`src/common/sst_consts.vh`:
```
// Constants for the split transfer host controller.
// Assumes a 100 MHz controller clock.
`ifndef SST_CONSTS_VH
`define SST_CONSTS_VH
// ****************************************
// Command codes on the user port
// ****************************************
`define SST_CMD_READ_XFER 3'h0
`define SST_CMD_MASK_WRITE_XFER 3'h1
`define SST_CMD_SPLIT_READ 3'h2
`define SST_CMD_SPLIT_WRITE 3'h3
`define SST_CMD_STOP_SET 3'h4
`define SST_CMD_REG_RESET 3'h5
`define SST_CMD_LAST_USER 3'h5
`define SST_CMD_DUMMY_RAS 3'h7
// ****************************************
// Pin levels at row strobe fall: {cas_first, wel_n, weu_n, dsf, trg_n}
// ****************************************
`define SST_LVL_READ_XFER 5'h0c
`define SST_LVL_MASK_WRITE 5'h00
`define SST_LVL_SPLIT_READ 5'h0e
`define SST_LVL_SPLIT_WRITE 5'h02
`define SST_LVL_STOP_SET 5'h13
`define SST_LVL_REG_RESET 5'h1d
`define SST_LVL_DUMMY_RAS 5'h0d
// ****************************************
// Timing
// ****************************************
`define SST_CLK_NS 10
`define SST_PAUSE_NS 200000
`define SST_STS_NS 30
`define SST_STEP_CYC 4'h4
`define SST_SC_HALF_CYC 4'h4
`define SST_DUMMY_COUNT 4'h8
`define SST_ADDR_W 9
`define SST_DATA_W 16
`define SST_STOP_LSB 4
`endif

```
`src/core/sst_host.v`:
```
// Host controller for a multiport DRAM with split serial transfers.
// Assumes direct pin wiring; flag and serial data are asynchronous.
`timescale 1ns/1ns
`default_nettype none
`include "sst_consts.vh"

// ****************************************
// Serial data FIFO
// ****************************************
module sst_fifo #(
    parameter WIDTH = 16,
    parameter DEPTH = 16,
    parameter AW = 4
) (
    input wire clock_in,
    input wire srst_in,
    input wire ce_in,
    input wire in_valid_in,
    output wire in_ready_out,
    input wire [WIDTH-1:0] in_data_in,
    output wire out_valid_out,
    input wire out_ready_in,
    output wire [WIDTH-1:0] out_data_out
);
    reg [WIDTH-1:0] mem_reg [0:DEPTH-1];
    reg [AW-1:0] wr_ptr_reg;
    reg [AW-1:0] rd_ptr_reg;
    reg [AW:0] count_reg;
    wire push;
    wire pop;
    assign in_ready_out = (count_reg != DEPTH[AW:0]);
    assign out_valid_out = (count_reg != {(AW+1){1'b0}});
    assign out_data_out = mem_reg[rd_ptr_reg];
    assign push = in_valid_in & in_ready_out & ce_in;
    assign pop = out_valid_out & out_ready_in & ce_in;
    always @(posedge clock_in) begin
        if (push) begin
            mem_reg[wr_ptr_reg] <= in_data_in;
        end
    end
    always @(posedge clock_in) begin
        if (srst_in) begin
            wr_ptr_reg <= {AW{1'b0}};
            rd_ptr_reg <= {AW{1'b0}};
            count_reg <= {(AW+1){1'b0}};
        end else begin
            if (push) begin
                wr_ptr_reg <= wr_ptr_reg + 1'b1;
            end
            if (pop) begin
                rd_ptr_reg <= rd_ptr_reg + 1'b1;
            end
            if (push & ~pop) begin
                count_reg <= count_reg + 1'b1;
            end else if (pop & ~push) begin
                count_reg <= count_reg - 1'b1;
            end
        end
    end
endmodule // sst_fifo

// Behaviour
// - Split read: column strobe, write enables, special function high, transfer low.
// - Start split transfers only after the setup delay since the last flag toggle.
// - A conventional read transfer must precede any split read.
// - A masked write transfer must precede any split write.
// - Stop-set: column strobe low, a write enable low, special function high.
// - Register-reset: column strobe low, write enables high, special function low.
// - Hold row strobe and transfer enable high 200 us after power-up.
// - Then issue 8 dummy row strobe and 8 dummy serial clock cycles.
// - With internal refresh, use 8 column-before-row cycles instead; the code always issues row-strobe-only dummy cycles.
// - After initialisation, set a known state with a register-reset cycle.
// - Transfers need transfer enable low at row strobe fall; special function selects split.
module sst_host #(
    parameter PAUSE_CYC = `SST_PAUSE_NS / `SST_CLK_NS,
    parameter STS_NS = `SST_STS_NS,
    parameter FIFO_DEPTH = 16,
    parameter FIFO_AW = 4
) (
    input wire clock_in,
    input wire srst_in,
    input wire ce_in,
    input wire cmd_valid_in,
    output wire cmd_ready_out,
    input wire [2:0] cmd_code_in,
    input wire [`SST_ADDR_W-1:0] cmd_row_in,
    input wire [`SST_ADDR_W-1:0] cmd_col_in,
    input wire [`SST_DATA_W-1:0] cmd_mask_in,
    output reg cmd_error_out,
    output wire init_done_out,
    input wire serial_run_in,
    output wire rd_valid_out,
    input wire rd_ready_in,
    output wire [`SST_DATA_W-1:0] rd_data_out,
    output reg active_half_out,
    output reg ras_n_out,
    output reg cas_n_out,
    output reg transfer_output_enable_n_out,
    output reg write_enable_low_byte_n_out,
    output reg write_enable_high_byte_n_out,
    output reg special_function_select_out,
    output reg [`SST_ADDR_W-1:0] addr_out,
    output reg [`SST_DATA_W-1:0] dq_out,
    output reg dq_oe_out,
    output reg serial_shift_clock_out,
    input wire active_half_flag_in,
    input wire [`SST_DATA_W-1:0] serial_data_lines_in
);
    localparam ST_IDLE = 3'h0;
    localparam ST_SET = 3'h1;
    localparam ST_RASL = 3'h2;
    localparam ST_CASL = 3'h3;
    localparam ST_TRGH = 3'h4;
    localparam ST_PRE = 3'h5;
    localparam IN_PAUSE = 2'h0;
    localparam IN_DUMMY = 2'h1;
    localparam IN_RESET = 2'h2;
    localparam IN_DONE = 2'h3;
    localparam [7:0] STS_CYC = (STS_NS + `SST_CLK_NS - 1) / `SST_CLK_NS;

    // Pin levels at row strobe fall
    function [4:0] sst_levels;
        input [2:0] code;
        begin
            case (code)
                `SST_CMD_READ_XFER: sst_levels = `SST_LVL_READ_XFER;
                `SST_CMD_MASK_WRITE_XFER: sst_levels = `SST_LVL_MASK_WRITE;
                `SST_CMD_SPLIT_READ: sst_levels = `SST_LVL_SPLIT_READ;
                `SST_CMD_SPLIT_WRITE: sst_levels = `SST_LVL_SPLIT_WRITE;
                `SST_CMD_STOP_SET: sst_levels = `SST_LVL_STOP_SET;
                `SST_CMD_REG_RESET: sst_levels = `SST_LVL_REG_RESET;
                default: sst_levels = `SST_LVL_DUMMY_RAS;
            endcase
        end
    endfunction

    reg [2:0] state_reg;
    reg [1:0] init_reg;
    reg [31:0] pause_cnt_reg;
    reg [3:0] step_cnt_reg;
    reg [3:0] ras_cnt_reg;
    reg [3:0] sc_cnt_reg;
    reg [3:0] sc_div_reg;
    reg [7:0] sts_cnt_reg;
    reg [2:0] code_reg;
    reg [`SST_ADDR_W-1:0] col_reg;
    reg read_done_reg;
    reg mask_write_done_reg;
    reg flag_meta_reg;
    reg flag_sync_reg;
    reg flag_last_reg;
    reg [`SST_DATA_W-1:0] sd_meta_reg;
    reg [`SST_DATA_W-1:0] sd_sync_reg;
    reg push_reg;
    reg [`SST_DATA_W-1:0] push_data_reg;
    wire fifo_ready;
    wire is_split;
    wire take;
    wire illegal;
    wire sc_run;
    wire [4:0] lv;

    assign init_done_out = (init_reg == IN_DONE);
    assign is_split = (cmd_code_in == `SST_CMD_SPLIT_READ) | (cmd_code_in == `SST_CMD_SPLIT_WRITE);
    assign cmd_ready_out = (state_reg == ST_IDLE) & init_done_out & ~(is_split & (sts_cnt_reg != 8'h00));
    assign take = cmd_valid_in & cmd_ready_out;
    assign illegal = (cmd_code_in > `SST_CMD_LAST_USER) |
                     ((cmd_code_in == `SST_CMD_SPLIT_READ) & ~read_done_reg) |
                     ((cmd_code_in == `SST_CMD_SPLIT_WRITE) & ~mask_write_done_reg);
    assign lv = sst_levels(code_reg);
    assign sc_run = ((init_reg == IN_DUMMY) & (sc_cnt_reg != `SST_DUMMY_COUNT)) |
                    (init_done_out & serial_run_in & fifo_ready);

    sst_fifo #(.WIDTH(`SST_DATA_W), .DEPTH(FIFO_DEPTH), .AW(FIFO_AW)) u_fifo (
        .clock_in(clock_in),
        .srst_in(srst_in),
        .ce_in(ce_in),
        .in_valid_in(push_reg),
        .in_ready_out(fifo_ready),
        .in_data_in(push_data_reg),
        .out_valid_out(rd_valid_out),
        .out_ready_in(rd_ready_in),
        .out_data_out(rd_data_out)
    );

    // ****************************************
    // Synchronisers, flag tracking and serial clock
    // ****************************************
    always @(posedge clock_in) begin
        if (srst_in) begin
            flag_meta_reg <= 1'b0;
            flag_sync_reg <= 1'b0;
            flag_last_reg <= 1'b0;
            sd_meta_reg <= {`SST_DATA_W{1'b0}};
            sd_sync_reg <= {`SST_DATA_W{1'b0}};
            active_half_out <= 1'b0;
            sts_cnt_reg <= 8'h00;
            serial_shift_clock_out <= 1'b0;
            sc_div_reg <= 4'h0;
            sc_cnt_reg <= 4'h0;
            push_reg <= 1'b0;
            push_data_reg <= {`SST_DATA_W{1'b0}};
        end else if (ce_in) begin
            flag_meta_reg <= active_half_flag_in;
            flag_sync_reg <= flag_meta_reg;
            flag_last_reg <= flag_sync_reg;
            sd_meta_reg <= serial_data_lines_in;
            sd_sync_reg <= sd_meta_reg;
            active_half_out <= flag_sync_reg;
            if (flag_sync_reg != flag_last_reg) begin
                sts_cnt_reg <= STS_CYC;
            end else if (sts_cnt_reg != 8'h00) begin
                sts_cnt_reg <= sts_cnt_reg - 8'h01;
            end
            push_reg <= 1'b0;
            if (!sc_run && !serial_shift_clock_out) begin
                sc_div_reg <= 4'h0;
            end else if (sc_div_reg == `SST_SC_HALF_CYC - 4'h1) begin
                sc_div_reg <= 4'h0;
                serial_shift_clock_out <= ~serial_shift_clock_out;
                if (serial_shift_clock_out && init_done_out) begin
                    push_reg <= 1'b1;
                    push_data_reg <= sd_sync_reg;
                end
                if (!serial_shift_clock_out && !init_done_out) begin
                    sc_cnt_reg <= sc_cnt_reg + 4'h1;
                end
            end else begin
                sc_div_reg <= sc_div_reg + 4'h1;
            end
        end
    end

    // ****************************************
    // Initialisation and strobe sequencer
    // ****************************************
    always @(posedge clock_in) begin
        if (srst_in) begin
            state_reg <= ST_IDLE;
            init_reg <= IN_PAUSE;
            pause_cnt_reg <= 32'h0;
            step_cnt_reg <= 4'h0;
            ras_cnt_reg <= 4'h0;
            code_reg <= `SST_CMD_DUMMY_RAS;
            col_reg <= {`SST_ADDR_W{1'b0}};
            read_done_reg <= 1'b0;
            mask_write_done_reg <= 1'b0;
            cmd_error_out <= 1'b0;
            ras_n_out <= 1'b1;
            cas_n_out <= 1'b1;
            transfer_output_enable_n_out <= 1'b1;
            write_enable_low_byte_n_out <= 1'b1;
            write_enable_high_byte_n_out <= 1'b1;
            special_function_select_out <= 1'b0;
            addr_out <= {`SST_ADDR_W{1'b0}};
            dq_out <= {`SST_DATA_W{1'b0}};
            dq_oe_out <= 1'b0;
        end else if (ce_in) begin
            cmd_error_out <= 1'b0;
            if (step_cnt_reg != 4'h0) begin
                step_cnt_reg <= step_cnt_reg - 4'h1;
            end
            case (state_reg)
                ST_IDLE: begin
                    if (init_reg == IN_PAUSE) begin
                        if (pause_cnt_reg == PAUSE_CYC - 1) begin
                            init_reg <= IN_DUMMY;
                        end else begin
                            pause_cnt_reg <= pause_cnt_reg + 32'h1;
                        end
                    end else if (init_reg == IN_DUMMY) begin
                        if (ras_cnt_reg != `SST_DUMMY_COUNT) begin
                            ras_cnt_reg <= ras_cnt_reg + 4'h1;
                            code_reg <= `SST_CMD_DUMMY_RAS;
                            state_reg <= ST_SET;
                        end else if (sc_cnt_reg == `SST_DUMMY_COUNT) begin
                            init_reg <= IN_RESET;
                        end
                    end else if (init_reg == IN_RESET) begin
                        code_reg <= `SST_CMD_REG_RESET;
                        init_reg <= IN_DONE;
                        state_reg <= ST_SET;
                    end else if (take) begin
                        if (illegal) begin
                            cmd_error_out <= 1'b1;
                        end else begin
                            code_reg <= cmd_code_in;
                            col_reg <= cmd_col_in;
                            addr_out <= cmd_row_in;
                            dq_out <= cmd_mask_in;
                            state_reg <= ST_SET;
                            if (cmd_code_in == `SST_CMD_READ_XFER) begin
                                read_done_reg <= 1'b1;
                            end
                            if (cmd_code_in == `SST_CMD_MASK_WRITE_XFER) begin
                                mask_write_done_reg <= 1'b1;
                            end
                        end
                    end
                end
                ST_SET: begin
                    cas_n_out <= ~lv[4];
                    write_enable_low_byte_n_out <= lv[3];
                    write_enable_high_byte_n_out <= lv[2];
                    special_function_select_out <= lv[1];
                    transfer_output_enable_n_out <= lv[0];
                    dq_oe_out <= ~lv[4] & ~lv[0] & ~(lv[3] & lv[2]);
                    step_cnt_reg <= `SST_STEP_CYC;
                    state_reg <= ST_RASL;
                end
                ST_RASL: begin
                    if (step_cnt_reg == 4'h0) begin
                        ras_n_out <= 1'b0;
                        step_cnt_reg <= `SST_STEP_CYC;
                        state_reg <= (lv[4] | lv[0]) ? ST_TRGH : ST_CASL;
                    end
                end
                ST_CASL: begin
                    if (step_cnt_reg == 4'h0) begin
                        addr_out <= col_reg;
                        cas_n_out <= 1'b0;
                        dq_oe_out <= 1'b0;
                        step_cnt_reg <= `SST_STEP_CYC;
                        state_reg <= ST_TRGH;
                    end
                end
                ST_TRGH: begin
                    if (step_cnt_reg == 4'h0) begin
                        transfer_output_enable_n_out <= 1'b1;
                        write_enable_low_byte_n_out <= 1'b1;
                        write_enable_high_byte_n_out <= 1'b1;
                        dq_oe_out <= 1'b0;
                        step_cnt_reg <= `SST_STEP_CYC;
                        state_reg <= ST_PRE;
                    end
                end
                ST_PRE: begin
                    if (step_cnt_reg == 4'h0) begin
                        ras_n_out <= 1'b1;
                        cas_n_out <= 1'b1;
                        special_function_select_out <= 1'b0;
                        step_cnt_reg <= `SST_STEP_CYC;
                        state_reg <= ST_IDLE;
                    end
                end
                default: begin
                    state_reg <= ST_IDLE;
                end
            endcase
        end
    end
endmodule // sst_host
`default_nettype wire

```
`config.mk`:
```
export PLATFORM = sky130hd
export DESIGN_NAME = sst_host
export DESIGN_NICKNAME = d
export VERILOG_FILES = /design/src/core/sst_host.v
export VERILOG_INCLUDE_DIRS = /design/src /design/src/common
export SDC_FILE = /design/constraint.sdc
export NUM_CORES = 1
export LEC_CHECK = 0
export BUFFER_PORTS_ARGS = -buffer_cell sky130_fd_sc_hd__buf_4
export CAP_MARGIN = 20
export CORE_MARGIN = 3
export CORE_UTILIZATION = 45
export CTS_BUF_LIST = sky130_fd_sc_hd__clkbuf_16
export CTS_CLUSTER_DIAMETER = 120
export DETAILED_ROUTE_END_ITERATION = 6
export GPL_ROUTABILITY_DRIVEN = 0
export GPL_TIMING_DRIVEN = 0
export SLEW_MARGIN = 25
export SYNTH_ARGS = -nofsm -noshare
export SYNTH_HDL_FRONTEND = slang
export SYNTH_SLANG_ARGS = --single-unit
```
`constraint.sdc`:
```
create_clock -name clock_in -period 3.8 [get_ports clock_in]
set_input_delay 0.38 -clock clock_in [delete_from_list [all_inputs] [get_ports clock_in]]
set_output_delay 0.38 -clock clock_in [all_outputs]
set_load 0.01 [all_outputs]
```
# Word level (Yosys, flattened, before mapping)
# Memory sizes are Yosys's and may differ from the RTL's. A register that Yosys moved wholly into a read port is not among the register bits.
# Cells that the tools add are included.
dict set report totals {
  out_inout_bits 54
  reg_bits 174
  ramBits 256
  mem_count 1
  input_bits 60
}
dict set report op_classes {
  mux 62
  addsub 10
  reduce_logical 44
  order_cmp 1
  bitwise_logic 38
  n_eq_ne 41
}
# name depth width read_ports rd_ports_with_merged_regs wr line
set mem_list {}
lappend mem_list {u_fifo.mem_reg 16 16 1 1 1 sst_host.v:25} ;# reg [WIDTH-1:0] mem_reg [0:DEPTH-1];
# cell n
set op_table {}
lappend op_table {{2-to-1 mux 9 bit} 6}
lappend op_table {{2-to-1 mux 3 bit} 16}
lappend op_table {{adder 32 x 1 -> 32 bit, second input constant} 1}
lappend op_table {{equality test 32 x 15 -> 1 bit, second input constant} 1}
lappend op_table {{case mux 5 bit (6 select lines)} 1}
lappend op_table {{2-to-1 mux 4 bit} 6}
lappend op_table {{AND reduction 8 bit} 3}
lappend op_table {{adder 4 x 1 -> 4 bit, second input constant} 5}
lappend op_table {{AND reduction 4 bit} 5}
lappend op_table {{AND 1 bit} 18}
lappend op_table {{equality test 3 x 2 -> 1 bit, second input constant} 6}
lappend op_table {{inequality test 2 bit, second input constant} 9}
lappend op_table {{case mux 3 bit (6 select lines)} 1}
lappend op_table {{case mux 9 bit (2 select lines)} 1}
lappend op_table {{2-to-1 mux 8 bit} 2}
lappend op_table {{NOT 1 bit} 15}
lappend op_table {{nonzero test 2 bit} 7}
lappend op_table {{2-to-1 mux 1 bit} 13}
lappend op_table {{equality test 3 bit, second input constant} 4}
lappend op_table {{2-to-1 mux 2 bit} 6}
lappend op_table {{case mux 1 bit (2 select lines)} 6}
lappend op_table {{AND reduction 3 bit} 4}
lappend op_table {{AND reduction 6 bit} 2}
lappend op_table {{2-to-1 mux 5 bit} 2}
lappend op_table {{36 further kinds} 56}

# Longest topological paths before layout
dict set report depth {
  ltp_word 11
  mapped_depth 12
}

# Modules after synthesis
# From an unflattened synthesis, not the netlist that was laid out.
dict set report unflattened {
  cells_unflattened 1311
  hier_area_um2 17694.5
}
# module n_inst seq_area_each_um2 area_per_inst_um2 cells_per_inst
set by_module_without_submodules {}
lappend by_module_without_submodules {sst_fifo 1 8027.7 10545.1 505}
lappend by_module_without_submodules {sst_host 1 3203.1 7149.4 806}

# Worst setup path before layout
# Ideal clock, no wire load.
dict set report synth_path {
  path_type {reg2reg}
  startpoint {register u_fifo.count_reg[0]}
  endpoint {register u_fifo.count_reg[4]}
  arrival_ns 2.751
  slack_ns 0.928
  stages_incl_launch_ff 11
  setup_ns 0.121
  required_time_ns 3.679
  path_cell_list {dfxtp_1 -> nor4_1 -> a21oi_1 -> ha_1 -> inv_1 -> ha_1 -> nor2b_1 -> o21a_1 -> or3_1 -> a21oi_1 -> mux2_2}
}
dict set report synth_between {
  elab_chain_len 6
  elab_cells_between_ends 15
}
# item line
set synth_lines {}
lappend synth_lines {{start, declared} sst_host.v:28} ;# reg [AW:0] count_reg;
lappend synth_lines {{start signal, assigned} sst_host.v:45} ;# count_reg <= {(AW+1){1'b0}};
lappend synth_lines {{start signal, assigned} sst_host.v:54} ;# count_reg <= count_reg + 1'b1;
lappend synth_lines {{start signal, assigned} sst_host.v:56} ;# count_reg <= count_reg - 1'b1;
lappend synth_lines {{inequality test 5 bit *} sst_host.v:31} ;# assign in_ready_out = (count_reg != DEPTH[AW:0]);
lappend synth_lines {{AND 1 bit * (2 in a row)} sst_host.v:34} ;# assign push = in_valid_in & in_ready_out & ce_in;
lappend synth_lines {{via u_fifo.push} sst_host.v:29} ;# wire push;
lappend synth_lines {{NOT 1 bit} sst_host.v:55} ;# end else if (pop & ~push) begin
lappend synth_lines {{AND 1 bit} sst_host.v:55}
lappend synth_lines {{nonzero test 2 bit (no source line)} --}
# Mark *: on every way through the listed nets, which the timed path passes. The rest lies on a longest branch. The select of a mux whose other input is x is not followed.
# A chain may end at the register's enable or synchronous reset.

==> results.md <==
* GRT Overall Usage at 0.1989
* Die span in y at 205.0 microns
* Number of DRC markers in iteration 0 at 711
* Period utilisation layout at 0.9505
* Complex-gate fraction of the synthesized area at 0.05370
* First-pass detailed-route iteration total at 7
* Crit end category: output port
* Synth Instances at 1330
* Lkg Pwr at 6.614 nW
* Post-Synth Adder-Cell Area at 0.01937
* Status: complete, no violations
* Post-synth EDFFs at 256
* Fraction of synthesized cell area in xor and xnor cells at 0.02014
* Clk buf depth at 3
* Net Sw Frac at 0.2476
* Ys Warns at 0
* Max Cap Violations at 0
* Gate power share at 0.123
* CP arrival at 3.23 ns
* Hold_ws at 0.06795 ns
* RSZ-0062 raised after global routing: false
* Share of layout cells above drive strength 1 at 0.2030
* R2R cell count at 10
* Final setup TNS at 0 ns
* Vias in the first global route at 11330
* Main combinational cell family by area after synthesis: multiplexers
* Clock Power Share at 0.402
* Hold Path Sink: sd_meta_reg[14]
* Mux share of post-synthesis cell area at 0.1394
* Layout area overhead at 18.22%
* R2r setup slk at 0.25 ns
* Largest net degree at the start of global routing at 18
* Hold depth at 3
* Cts bufs inserted at 45
* Max incr delay on CP at 0.71 ns
* Critical path's slowest cell: clkbuf_1
* Number of flip-flops in the largest register at 256
* Seq/Total Area, Yosys at 0.6300
* CP bufs+invs at 3
* Vias at 11130
* DRC violations left at 0
* HP Class: input pin to flip-flop
* CTS clock-pin slew for the worst setup and hold paths at 0.06 ns
* Core area at 0.03892 sq mm
* CTS H-tree depth at 2
* Synthesized cell area at 0.01783 sq mm
* R2R Path Start: u_fifo.count_reg[1]
* Wire per inst at 20.04 microns
* CTS tree: done
* Die area at 0.04204 sq mm
* Crit path max fanout at 10
* Startpoint types: flip-flop
* Final core occ at 0.5415
* Synth Register Bits at 433
* Initial antenna violation count at 5
* Post-synth cell types at 62
* Skew final at 0.01564 ns
* Crit path required time at 3.42 ns
* CP Class: flip-flop to output port
* Min cycle time layout at 3.612 ns
* PortBufs at 113
* Worst VDD drop at 0.0003313 V
* Starting Density at 0.4580
* Worst-Margin Slew at 0.9560 ns
* CTS Root Cell: clkbuf_16
* Post-Synth Simple-Gate Area at 0.1120
* Max-slew headroom at 0.3613
* DP Wirelength at 27930 microns
* Nets@finish at 1588
* Row count at 72
* Final setup vio count at 0
* Synthesized area per cell at 13.40 sq um
* CP cell instances: clkbuf_1 > clkbuf_1 > mux4_2 > mux4_2 > buf_4
* # clock sinks at 433
* # IOs at 114
* Max Clk Rate at 276.9 MHz
* Final Hold Fails at 0
* N_diodes at 0
* Asr flop ratio synth at 0
* Sequential share of power at 0.475
* First-pass GRT wire length at 64540 microns
* Final max-slew violation count at 0
* Cell Pwr Density at 513.1 mW/mm^2
* Antenna-violating nets left at 0
* Final Routed Wirelength at 41170 microns
* Vias per cell at 5.414
* Tot Pwr at 10.81 mW
* Clock latency on the worst-skew pair at 0.56 ns
* Grt ovf at 0
* R2R Path End: u_fifo.count_reg[4]
* Syn Nets at 1417
* Top_reg_cell synth: edfxtp_1
* Min-delay src: serial_data_lines_in[14]
* Cell internal pwr at 8.136 mW
* Top delay family on crit path: buffers and inverters
* Total net switching power at 2.678 mW
* Die W at 205.0 microns
worst register-to-register path, delay by kind of cell (launching register included):
family                     cells  cell delay, ns
muxes                          1            0.35
AOI/OAI and AO/OA              3            0.81
and+or+nand+nor                3            1.16
buffers and inverters          1            0.14
DFF                            1            0.35
adders and majority gates      2            0.62
Yosys cell counts, drive strengths merged (15+ instances only):
| cell type | number | area [sq um] |
|---|---|---|
| edfxtp | 256 | 7687 |
| dfxtp | 177 | 3543 |
| nor2 | 131 | 491.7 |
| nand2 | 127 | 476.7 |
| mux4 | 80 | 1802 |
| a21oi | 67 | 335.3 |
| mux2i | 66 | 660.6 |
| clkbuf | 60 | 225.2 |
| inv | 35 | 131.4 |
| nand3 | 31 | 155.2 |
| xor2 | 31 | 271.5 |
| ha | 26 | 325.3 |
| o21ai | 23 | 115.1 |
| nand4 | 22 | 137.6 |
| and3 | 17 | 106.4 |
| buf | 17 | 92.59 |
| nor3 | 17 | 90.09 |
| nand3b | 15 | 112.6 |
cell usage in the layout, fill, tap and decap left out, types with 46 or more instances in the layout:
| cell | synthesis | final |
|---|---|---|
| nor2_1 | 131 | 119 |
| buf_4 | 3 | 123 |
| edfxtp_1 | 256 | 256 |
| mux4_2 | 80 | 80 |
| clkbuf_1 | 60 | 59 |
| clkbuf_16 | 0 | 46 |
| dfxtp_1 | 177 | 177 |
| a21oi_1 | 67 | 67 |
| nand2_1 | 127 | 127 |
| mux2i_1 | 66 | 66 |
power by group through the flow:
stage               Clock, mW  Combinational [mW]  Sequential (mW)
floorplan                   0               0.998             5.19
global placement            0                1.35             5.21
detailed placement          0                1.38             5.21
CTS                      4.46                1.38             5.11
global route             4.65                1.49             5.15
finish                   4.35                1.33             5.14
per-layer routing:
metal  GRT usage  vias up  wire [microns]
met2      0.3388      306           20560
li1            -     5308               -
met1      0.2618     5428           17170
met3     0.03925       73            2432
met4     0.05321       10             939
met5           0        -              75
kinds of logic after synthesis:
group	count (synthesis)
flip-flops	433
AND/OR/NAND/NOR	416
AO/OA/AOI/OAI	152
multiplexers	148
buffers and inverters	113
XOR/XNOR	41
adder cells (fa/ha/maj)	27
per-stage QoR:
step / area [sq um] / instances / worst slack [ns]
global placement: 19320 / 1961 / -0.7366
CTS: 21070 / 2056 / 0.06550
global route: 21070 / 2055 / 0.02514
detailed placement: 19600 / 1973 / 0.2673
floorplan: 17830 / 1330 / 0.9285
finish: 21070 / 2055 / 0.1881
worst max path at each step:
stage	start	endpoint	slack (ns)	cells after the start
after floorplan	u_fifo.count_reg[0]	u_fifo.count_reg[4]	0.93	10
after detailed placement	u_fifo.count_reg[0]	u_fifo.count_reg[4]	0.27	10
after CTS	flip-flop	rd_data_out[13]	0.07	5
after global placement	ce_in	u_fifo.mem_reg[3][10]	-0.74	6
after global routing	u_fifo.count_reg[1]	u_fifo.count_reg[4]	0.03	10
final	flip-flop	rd_data_out[14]	0.19	5
what timing repair did:
action	4_1_cts	5_1_grt
resized for setup	0	0
endpoints found under the setup margin	0	2
buffers inserted	0	0
hold buffers	0	0
cell type report:
cell class              instances  area [sq um]
plain buffers                  76         316.6
clock buffers                  46          1151
clock inverters                37         319.1
fillers                      3319         17840
inverters                      36         135.1
multi-input cells             784          6259
flip-flops and latches        433         11230
well taps                     518         648.1
repair buffers                125          1015
Note: power is estimated with default switching activity, not from simulation.
